<file path="config.mk">
export PLATFORM = sky130hd
export DESIGN_NAME = amc_config_top
export DESIGN_NICKNAME = d
export VERILOG_FILES = /design/src/amc_pkg.sv /design/src/amc_config_top.sv
export SDC_FILE = /design/constraint.sdc
export NUM_CORES = 1
export LEC_CHECK = 0
export CORE_MARGIN = 2
export CORE_UTILIZATION = 59
export CTS_BUF_LIST = sky130_fd_sc_hd__clkbuf_16
export CTS_CLUSTER_DIAMETER = 40
export DETAILED_ROUTE_END_ITERATION = 16
export DONT_BUFFER_PORTS = 1
export GPL_TIMING_DRIVEN = 0
export HOLD_SLACK_MARGIN = 0.03
export PLACE_DENSITY = 0.75
export SYNTH_ARGS = -nofsm -noshare
export SYNTH_HDL_FRONTEND = slang
export SYNTH_SLANG_ARGS = --single-unit
</file>
<file path="constraint.sdc">
create_clock -name clk -period 3.4 [get_ports clk]
set_input_delay 0.68 -clock clk [delete_from_list [all_inputs] [get_ports clk]]
set_output_delay 0.68 -clock clk [all_outputs]
set_load 0.05 [all_outputs]
</file>
<file path="src/amc_pkg.sv">
// Constants and types for the converter mode and input configuration block
// How it works
// Output timing register bit D3 flags a low input clock; default inactive.
// Early-shift bit emits serial data and frame clock one cycle earlier.
// Late-shift bit emits serial data and frame clock one cycle later.
// Host never writes addresses missing from the map.
// Host writes zero into every unassigned bit position.
// Writes are accepted and stored even during power-down.
// Host power-cycles after writing low-clock bit or start-up field.
// Writing one to reset bit restores all defaults, bit clears itself.
// Mode field: 001 single, 010 dual, 100 quad unsupported.
// Dual mode: cores one and two form channel one, three and four channel two.
// Host sets at most one mode bit.
// Host enters power-down during or after a mode change.
// Divider field 00, 01, 10 divides input clock by 1, 2, 4; 11 unused.
// Divider sits at D9:D8 of the mode register, default divide by one.
// Five-bit input select routes first input, two grounds or second input.
// Select fields at 0x3A and 0x3B with per-core defaults.
// Changed input selection applies right at the end of each command.
// Dual mode: host sets cores one, two to 00010, three, four to 10000.
// Single mode: host sets all cores alike, 00010 or 10000.
// Six-bit full-scale trim at D5:D0, default zero percent change.
// Each multi-bit field updates atomically when a serial write completes.
package amc_pkg;

    // ======================================================================
    // Serial frame
    localparam int ADDR_W     = 8;
    localparam int DATA_W     = 16;
    localparam int FRAME_BITS = 24;

    // ======================================================================
    // Register addresses
    localparam logic [7:0] ADDR_SOFT_RESET = 8'h00;
    localparam logic [7:0] ADDR_MODE       = 8'h31;
    localparam logic [7:0] ADDR_INSEL_A    = 8'h3A;
    localparam logic [7:0] ADDR_INSEL_B    = 8'h3B;
    localparam logic [7:0] ADDR_OUT_TIMING = 8'h53;
    localparam logic [7:0] ADDR_FS_TRIM    = 8'h55;
    localparam logic [7:0] ADDR_STARTUP    = 8'h56;

    // ======================================================================
    // Field positions
    localparam int SOFT_RESET_BIT = 0;
    localparam int LOW_CLK_BIT    = 3;
    localparam int EARLY_BIT      = 4;
    localparam int LATE_BIT       = 5;
    localparam int MODE_LSB       = 0;
    localparam int DIV_LSB        = 8;
    localparam int SEL_LO_LSB     = 0;
    localparam int SEL_HI_LSB     = 8;
    localparam int FS_LSB         = 0;
    localparam int STARTUP_LSB    = 0;

    // ======================================================================
    // Values after reset
    localparam logic [2:0] MODE_RST    = 3'h4;
    localparam logic [1:0] DIV_RST     = 2'h0;
    localparam logic [4:0] SEL1_RST    = 5'h02;
    localparam logic [4:0] SEL2_RST    = 5'h04;
    localparam logic [4:0] SEL3_RST    = 5'h04;
    localparam logic [4:0] SEL4_RST    = 5'h10;
    localparam logic [5:0] FS_RST      = 6'h20;
    localparam logic [2:0] STARTUP_RST = 3'h0;

    // ======================================================================
    // Encodings
    localparam logic [2:0] MODE_SINGLE = 3'h1;
    localparam logic [2:0] MODE_DUAL   = 3'h2;
    localparam logic [1:0] DIV_BY_1    = 2'h0;
    localparam logic [1:0] DIV_BY_2    = 2'h1;
    localparam logic [1:0] DIV_BY_4    = 2'h2;
    localparam logic [1:0] DIV_CNT_1   = 2'h0;
    localparam logic [1:0] DIV_CNT_2   = 2'h1;
    localparam logic [1:0] DIV_CNT_4   = 2'h3;

    typedef enum logic [2:0] {
        ST_IDLE  = 3'b001,
        ST_SHIFT = 3'b010,
        ST_HOLD  = 3'b100
    } amc_rx_state_t;

endpackage

</file>
<file path="src/amc_config_top.sv">
// Serial-programmed mode, divider, crosspoint and output timing configuration
`timescale 1ns/100ps
`default_nettype none

module amc_config_top
(
    // Clock and reset
    input  wire logic       clk,
    input  wire logic       rst_n,
    // Serial control pins
    input  wire logic       ser_sel_n,
    input  wire logic       ser_clk,
    input  wire logic       ser_data,
    // Power-down pin
    input  wire logic       power_down,
    // Serial output stream, same clock
    input  wire logic       stream_bit_in,
    input  wire logic       stream_frame_in,
    output logic            stream_bit_out,
    output logic            stream_frame_out,
    // Sampling clock
    output logic            sample_strobe,
    // Mode
    output logic            single_mode,
    output logic            dual_mode,
    output logic            mode_unsupported,
    output logic [3:0]      core_channel,
    // Crosspoint routes: one-hot, all zero for illegal codes {second, ground b, ground a, first}
    output logic [3:0]      core1_route,
    output logic [3:0]      core2_route,
    output logic [3:0]      core3_route,
    output logic [3:0]      core4_route,
    // Analog trims
    output logic [5:0]      full_scale_trim,
    output logic            low_clk_freq_active,
    output logic [2:0]      startup_sel_active
);

    // ======================================================================
    // Helpers
    function automatic logic [3:0] route_decode(input logic [4:0] sel);
        logic [3:0] r;
        r = sel[4:1];
        if (sel[0] || (r == 4'h0) || ((r & (r - 4'h1)) != 4'h0))
        begin
            r = 4'h0;
        end
        return r;
    endfunction

    // ======================================================================
    // Pin synchronisers
    logic [2:0] sclk_sync_reg;
    logic [1:0] ssel_sync_reg;
    logic [1:0] sdat_sync_reg;
    logic [1:0] pd_sync_reg;

    always_ff @(posedge clk)
    begin
        if (!rst_n)
        begin
            sclk_sync_reg <= 3'h0;
            ssel_sync_reg <= 2'h3;
            sdat_sync_reg <= 2'h0;
            pd_sync_reg   <= 2'h0;
        end
        else
        begin
            sclk_sync_reg <= {sclk_sync_reg[1:0], ser_clk};
            ssel_sync_reg <= {ssel_sync_reg[0], ser_sel_n};
            sdat_sync_reg <= {sdat_sync_reg[0], ser_data};
            pd_sync_reg   <= {pd_sync_reg[0], power_down};
        end
    end

    logic sclk_rise;
    logic sel_active;
    assign sclk_rise  = sclk_sync_reg[1] && !sclk_sync_reg[2];
    assign sel_active = !ssel_sync_reg[1];

    // ======================================================================
    // Serial receiver: address then data, MSB first
    amc_pkg::amc_rx_state_t      rx_state_reg;
    logic [amc_pkg::FRAME_BITS-1:0] shift_reg;
    logic [4:0]                  bit_cnt_reg;
    logic                        commit_reg;

    always_ff @(posedge clk)
    begin
        if (!rst_n)
        begin
            rx_state_reg <= amc_pkg::ST_IDLE;
            shift_reg    <= '0;
            bit_cnt_reg  <= 5'h00;
            commit_reg   <= 1'b0;
        end
        else
        begin
            commit_reg <= 1'b0;
            case (rx_state_reg)
                amc_pkg::ST_IDLE:
                begin
                    bit_cnt_reg <= 5'h00;
                    if (sel_active)
                    begin
                        rx_state_reg <= amc_pkg::ST_SHIFT;
                    end
                end
                amc_pkg::ST_SHIFT:
                begin
                    if (!sel_active)
                    begin
                        // Short frame is dropped, nothing is applied
                        rx_state_reg <= amc_pkg::ST_IDLE;
                    end
                    else if (sclk_rise)
                    begin
                        shift_reg   <= {shift_reg[amc_pkg::FRAME_BITS-2:0], sdat_sync_reg[1]};
                        bit_cnt_reg <= bit_cnt_reg + 5'h01;
                        if (bit_cnt_reg == 5'(amc_pkg::FRAME_BITS - 1))
                        begin
                            commit_reg   <= 1'b1;
                            rx_state_reg <= amc_pkg::ST_HOLD;
                        end
                    end
                end
                amc_pkg::ST_HOLD:
                begin
                    // Extra clocks in the same frame are ignored
                    if (!sel_active)
                    begin
                        rx_state_reg <= amc_pkg::ST_IDLE;
                    end
                end
                default:
                begin
                    rx_state_reg <= amc_pkg::ST_IDLE;
                end
            endcase
        end
    end

    logic [7:0]  wr_addr;
    logic [15:0] wr_data;
    logic        soft_reset;
    assign wr_addr    = shift_reg[23:16];
    assign wr_data    = shift_reg[15:0];
    assign soft_reset = commit_reg && (wr_addr == amc_pkg::ADDR_SOFT_RESET)
                        && wr_data[amc_pkg::SOFT_RESET_BIT];

    // ======================================================================
    // Stored registers; written whole at commit, power-down does not block
    logic [2:0] mode_reg;
    logic [1:0] div_reg;
    logic [4:0] sel1_reg;
    logic [4:0] sel2_reg;
    logic [4:0] sel3_reg;
    logic [4:0] sel4_reg;
    logic       low_clk_reg;
    logic       early_reg;
    logic       late_reg;
    logic [5:0] fs_reg;
    logic [2:0] startup_reg;

    always_ff @(posedge clk)
    begin
        if (!rst_n || soft_reset)
        begin
            mode_reg    <= amc_pkg::MODE_RST;
            div_reg     <= amc_pkg::DIV_RST;
            sel1_reg    <= amc_pkg::SEL1_RST;
            sel2_reg    <= amc_pkg::SEL2_RST;
            sel3_reg    <= amc_pkg::SEL3_RST;
            sel4_reg    <= amc_pkg::SEL4_RST;
            low_clk_reg <= 1'b0;
            early_reg   <= 1'b0;
            late_reg    <= 1'b0;
            fs_reg      <= amc_pkg::FS_RST;
            startup_reg <= amc_pkg::STARTUP_RST;
        end
        else if (commit_reg)
        begin
            case (wr_addr)
                amc_pkg::ADDR_MODE:
                begin
                    mode_reg <= wr_data[amc_pkg::MODE_LSB +: 3];
                    div_reg  <= wr_data[amc_pkg::DIV_LSB +: 2];
                end
                amc_pkg::ADDR_INSEL_A:
                begin
                    sel1_reg <= wr_data[amc_pkg::SEL_LO_LSB +: 5];
                    sel2_reg <= wr_data[amc_pkg::SEL_HI_LSB +: 5];
                end
                amc_pkg::ADDR_INSEL_B:
                begin
                    sel3_reg <= wr_data[amc_pkg::SEL_LO_LSB +: 5];
                    sel4_reg <= wr_data[amc_pkg::SEL_HI_LSB +: 5];
                end
                amc_pkg::ADDR_OUT_TIMING:
                begin
                    low_clk_reg <= wr_data[amc_pkg::LOW_CLK_BIT];
                    early_reg   <= wr_data[amc_pkg::EARLY_BIT];
                    late_reg    <= wr_data[amc_pkg::LATE_BIT];
                end
                amc_pkg::ADDR_FS_TRIM:
                begin
                    fs_reg <= wr_data[amc_pkg::FS_LSB +: 6];
                end
                amc_pkg::ADDR_STARTUP:
                begin
                    startup_reg <= wr_data[amc_pkg::STARTUP_LSB +: 3];
                end
                default:
                begin
                    // Unmapped addresses are ignored here
                end
            endcase
        end
    end

    // ======================================================================
    // Fields that need a power-down cycle take effect while the pin is high
    always_ff @(posedge clk)
    begin
        if (!rst_n)
        begin
            low_clk_freq_active <= 1'b0;
            startup_sel_active  <= amc_pkg::STARTUP_RST;
        end
        else if (pd_sync_reg[1])
        begin
            low_clk_freq_active <= low_clk_reg;
            startup_sel_active  <= startup_reg;
        end
    end

    // ======================================================================
    // Mode and channel grouping
    always_ff @(posedge clk)
    begin
        if (!rst_n)
        begin
            single_mode      <= 1'b0;
            dual_mode        <= 1'b0;
            mode_unsupported <= 1'b1;
            core_channel     <= 4'h0;
        end
        else
        begin
            single_mode      <= (mode_reg == amc_pkg::MODE_SINGLE);
            dual_mode        <= (mode_reg == amc_pkg::MODE_DUAL);
            mode_unsupported <= (mode_reg != amc_pkg::MODE_SINGLE)
                                && (mode_reg != amc_pkg::MODE_DUAL);
            // Bit n gives the channel of core n+1
            core_channel     <= (mode_reg == amc_pkg::MODE_DUAL) ? 4'hC : 4'h0;
        end
    end

    // ======================================================================
    // Crosspoint: one cycle after the stored select changes, two after the last bit; illegal codes open
    always_ff @(posedge clk)
    begin
        if (!rst_n)
        begin
            core1_route <= route_decode(amc_pkg::SEL1_RST);
            core2_route <= route_decode(amc_pkg::SEL2_RST);
            core3_route <= route_decode(amc_pkg::SEL3_RST);
            core4_route <= route_decode(amc_pkg::SEL4_RST);
        end
        else
        begin
            core1_route <= route_decode(sel1_reg);
            core2_route <= route_decode(sel2_reg);
            core3_route <= route_decode(sel3_reg);
            core4_route <= route_decode(sel4_reg);
        end
    end

    always_ff @(posedge clk)
    begin
        if (!rst_n)
        begin
            full_scale_trim <= amc_pkg::FS_RST;
        end
        else
        begin
            full_scale_trim <= fs_reg;
        end
    end

    // ======================================================================
    // Sampling clock divider
    logic [1:0] div_cnt_reg;
    logic [1:0] div_top;
    always_comb
    begin
        case (div_reg)
            amc_pkg::DIV_BY_2: div_top = amc_pkg::DIV_CNT_2;
            amc_pkg::DIV_BY_4: div_top = amc_pkg::DIV_CNT_4;
            default:           div_top = amc_pkg::DIV_CNT_1;
        endcase
    end

    always_ff @(posedge clk)
    begin
        if (!rst_n)
        begin
            div_cnt_reg   <= 2'h0;
            sample_strobe <= 1'b0;
        end
        else
        begin
            // Restarting at a new factor avoids a long first period
            div_cnt_reg   <= (div_cnt_reg >= div_top) ? 2'h0 : div_cnt_reg + 2'h1;
            sample_strobe <= (div_cnt_reg == 2'h0);
        end
    end

    // ======================================================================
    // Output timing: normal path is two cycles, early one, late three
    logic [1:0] bit_tap_reg;
    logic [1:0] frame_tap_reg;
    logic [1:0] tap_sel;
    assign tap_sel = early_reg ? 2'h0 : (late_reg ? 2'h2 : 2'h1);

    always_ff @(posedge clk)
    begin
        if (!rst_n)
        begin
            bit_tap_reg      <= 2'h0;
            frame_tap_reg    <= 2'h0;
            stream_bit_out   <= 1'b0;
            stream_frame_out <= 1'b0;
        end
        else
        begin
            bit_tap_reg      <= {bit_tap_reg[0], stream_bit_in};
            frame_tap_reg    <= {frame_tap_reg[0], stream_frame_in};
            stream_bit_out   <= (tap_sel == 2'h0) ? stream_bit_in : bit_tap_reg[tap_sel[1]];
            stream_frame_out <= (tap_sel == 2'h0) ? stream_frame_in
                                : frame_tap_reg[tap_sel[1]];
        end
    end

endmodule

`default_nettype wire

</file>
* After elaboration in Yosys (flattened, before gate mapping)
Cells that the tools add are included.
** Storage, ports and cells
- Register bits :: 121
- Input bits :: 8
- Word-level logic and storage cells :: 144
- Output and inout port bits :: 36
** Operators by class
- Eq/ne operators :: 22
- Reduce and logical (&&, ||, !) cells :: 42
- Bitwise gates (word level) :: 8
- Magnitude comparators :: 2
- $add $sub $neg :: 6
- Multiplexer cells :: 24
** Operator list (count)
- 8-bit by 6-bit == test with 1-bit output, second input constant :: 3
- 8-bit by 7-bit == test with 1-bit output, second input constant :: 3
- 4-bit bitwise AND :: 4
- 4-bit logical NOT :: 4
- 4-bit nonzero test :: 4
- 4-bit by 1-bit subtractor with 4-bit output, second input constant :: 4
- 3-bit two-way mux :: 5
- 2-bit AND reduction :: 6
- 5-bit two-way mux :: 2
- 5-bit one-hot mux with 2 select lines :: 1
- 2-bit OR reduction :: 5
- 1-bit logical OR :: 9
- 3-bit one-hot mux with 3 select lines :: 1
- 8-bit logical NOT :: 1
- 1-bit two-way mux :: 8
- 2-bit two-way mux :: 4
- 4-bit two-way mux :: 2
- 2-bit inequality test, second input constant :: 4
- 3-bit by 1-bit == test with 1-bit output, second input constant :: 2
- 3-bit by 2-bit == test with 1-bit output, second input constant :: 2
- 3-bit inequality test, second input constant :: 2
- 3-bit AND reduction :: 2
- 5-bit by 1-bit adder with 5-bit output, second input constant :: 1
- 5-bit == test, second input constant :: 1
- 16 further kinds :: 24

* Longest topological paths before layout
- Depth after elaboration :: 5
- Mapped depth :: 7
- Depth with buffers taken out :: 7

* Worst setup path after synthesis
Ideal clock, no wire load.
- Path type :: input to register
- Start point :: input rst_n
- End point :: register shift_reg[10] (netlist bit)
- Arrival :: 1.584 ns
- Stages on the path :: 5
- Path buffers :: 3
- Library setup time :: 0.132 ns
- Path slack :: 1.684 ns
- Required time :: 3.268 ns
- Cell sequence :: buf_2 -> clkinv_1 -> clkbuf_1 -> clkbuf_1 -> a21oi_1
** RTL lines
- start, declared :: RTL line amc_config_top.sv:9 : input wire logic rst_n,
- end signal, assigned :: RTL line amc_config_top.sv:118 : shift_reg <= {shift_reg[amc_pkg::FRAME_BITS-2:0], sdat_sync_reg[1]};
- end, declared :: RTL line amc_config_top.sv:84 : logic [amc_pkg::FRAME_BITS-1:0] shift_reg;
No word-level cell between the ends.

* Worst setup path after layout
- Start point :: register core_channel[2]
- End point :: output core_channel[2]
** RTL lines
- start, declared :: RTL line amc_config_top.sv:27 : output logic [3:0] core_channel,
- start signal, assigned :: RTL line amc_config_top.sv:255 : core_channel <= (mode_reg == amc_pkg::MODE_DUAL) ? 4'hC : 4'h0;
No word-level cell between the ends.

==> out/metrics.csv <==
metric,value,unit
max reg flops,24,
post-CTS setup buffers,0,
Net Sw Power,697,uW
"flops & latches, synth",117,
initial antenna violation count,0,
Crit Path Category,reg2out,
outcome,completed,
DP Wirelength,7980,um
WP buf/inv,1,
Clock Skews,0.00667,ns
Synth Instances,509,
RePlAce Congestion,0.976,
"Slowest-stage cell, CP",dfxtp_1,
die height,94.7,um
"slowest stage delay, CP",0.65,ns
row count,33,
# diodes,0,
fillers,634,
Routed WL,12300,um
GRT Util Overall,28.9,%
area grow syn2layout,14.9,%
post-route ant nets,0,
Synth Area per Inst,9.55,um2
"delay-heaviest family, CP",flip-flops,
startpoint types,register,
Post-synth EDFFs,0,
setup TNS,0,ns
PortBufs,0,
met3 routed WL,873,um
H-tree levels,4,
endpoints failing hold,0,
peak fanout along the critical path,3,
met2 wire length,5700,um
clock sink total,117,
"leading cell type in the layout, fill and taps excluded",dfxtp_1,
Final Setup Violations,0,
Worst VDD drop,0.000375,V
min cycle time layout,2.03,ns
GRT overflow,0,
actual slew at the worst max-slew pin,0.761,ns
Clk network pwr share,54.6,%
area of the multi-input gates,2200,um2
dominant synthesized flop cell,dfxtp_1,
Rel. slew slack,49.3,%
most frequent cells in the layout,"117 x dfxtp_1, 56 x nand4_1, 55 x o31ai_1, 45 x a21oi_1, 37 x clkbuf_1",
cell chain of the critical path,buf_4,
Comb power frac,2.4,%
sequential cell area,2340,um2
first-pass GRT wire length,19600,um
fmax,493,MHz
"Seq/Total Area, Yosys",48.2,%
Final Util,69.0,%
top sig layer,met4,
via count,4190,
fin area,5580,um2
Yosys warnings,0,
worst skew pair latency,0.41,ns
drc violations,0,
layout cells sized above 1,12.6,%
RSZ-0062 raised after global routing,no,
TritonCTS Buffers,17,
sequential group share of total power,42.9,%
post_cts resized,0,
TritonCTS clock tree,yes,
Pwr Density,580,nW/um2
Slew Limit Fails,0,
via/cell ratio,6.49,
Pint,2.54,mW
effective utilization at floorplan,60.0,%
clk slew on worst S/H paths,0.05,ns
WL/cell,19.0,um
Final Cycle Share,59.7,%
Design Power,3.24,mW
Max Cap Viol,0,
die width,94.7,um
vias in the first global route,3985,
"FFs w/ async S/R, synth",0,%
CTS Hold Bufs,0,
WP data required,2.72,ns
Lkg Pwr,1.81,nW
largest net degree at the start of global routing,17,
initial DRC count,258,
TritonRoute pass-1 iters,5,
root buf cell,clkbuf_16,
# IOs,44,
arrival time at the worst endpoint,1.35,ns
post-layout net count,542,
Worst Hold Class,in2reg,
cell area after synthesis,4860,um2
CTS Buffer Depth,2,
die area,8980,um2
Reg2Reg Setup Slack,1.61,ns
Metal-1 WL,5190,um
switching share of power,21.5,%
core region area,8090,um2
placed inst area,4990,um2
critical path endpoint category,output pin,
Yosys cell types,52,
[cells in the mapped netlist, drive strengths merged, types with 9 or more instances]
| cell | n | area share [%] |
|---|---|---|
| nand3 | 9 | 0.93 |
| nand4 | 56 | 7.2 |
| nor2 | 14 | 1.1 |
| o21ai | 10 | 1.0 |
| and2 | 18 | 2.3 |
| a21oi | 55 | 6.4 |
| clkbuf | 37 | 2.9 |
| buf | 22 | 3.1 |
| nor4 | 11 | 1.4 |
| o31ai | 56 | 8.9 |
| nand2b | 10 | 1.3 |
| dfxtp | 117 | 48 |
[metrics by stage]
| step | cells | worst slack (ns) | hold slack (ns) |
|---|---|---|---|
| 6_report | 646 | 1.37 | 0.370 |
| 3_3_place_gp | 615 | 1.03 | 0.397 |
| 5_1_grt | 646 | 1.32 | 0.380 |
| 3_5_place_dp | 615 | 0.992 | 0.403 |
| 2_1_floorplan | 510 | 1.68 | 0.386 |
| 4_1_cts | 646 | 1.36 | 0.371 |
[area by class of cell]
| type | count | area share [%] |
|---|---|---|
| Multi-Input combinational cell | 325 | 39.4 |
| Clock inverter | 14 | 2.91 |
| Buffer | 59 | 5.16 |
| Sequential cell | 117 | 42.0 |
| Clock buffer | 17 | 7.62 |
| Tap cell | 105 | 2.35 |
| Inverter | 9 | 0.605 |
[logic make-up (layout without fill, tap and decap cells)]
group	count (synthesis)	after routing	synth area share (%)
AND/OR/NAND/NOR	168	168	22.3
multiplexers	10	10	2.11
other	1	2	0.0772
AO/OA/AOI/OAI	139	139	19.3
adder cells (fa/ha/maj)	5	5	1.29
flip-flops	117	117	48.2
buffers and inverters	68	99	6.62
XOR/XNOR	1	1	0.180
[path summary, 6_finish.rpt]
| path | startpoint | endpoint | cells after the start |
|---|---|---|---|
| setup / recovery | core_channel[2] | core_channel[2] | 1 |
| hold reg to reg | ssel_sync_reg[0] | ssel_sync_reg[1] | 1 |
| setup reg to reg | rx_state_reg[0] | shift_reg[12] | 6 |
| hold / removal | ser_sel_n | ssel_sync_reg[0] | 1 |
[per-layer routing]
layer / vias to the layer above / GRT usage [%]
li1: 1968 / -
met1: 2017 / 36.3
met2: 165 / 44.8
met3: 40 / 8.06
met4: 0 / 16.3
met5: - / 0
[power by group through the flow]
stage / Sequential (mW) / Combinational (mW) / Clock, mW
2_1_floorplan: 1.42 / 0.0551 / 0
3_3_place_gp: 1.42 / 0.0741 / 0
3_5_place_dp: 1.42 / 0.0761 / 0
4_1_cts: 1.39 / 0.0767 / 1.77
5_1_grt: 1.39 / 0.0834 / 1.86
6_report: 1.39 / 0.0779 / 1.77
Power figures use the tool's default switching activity.
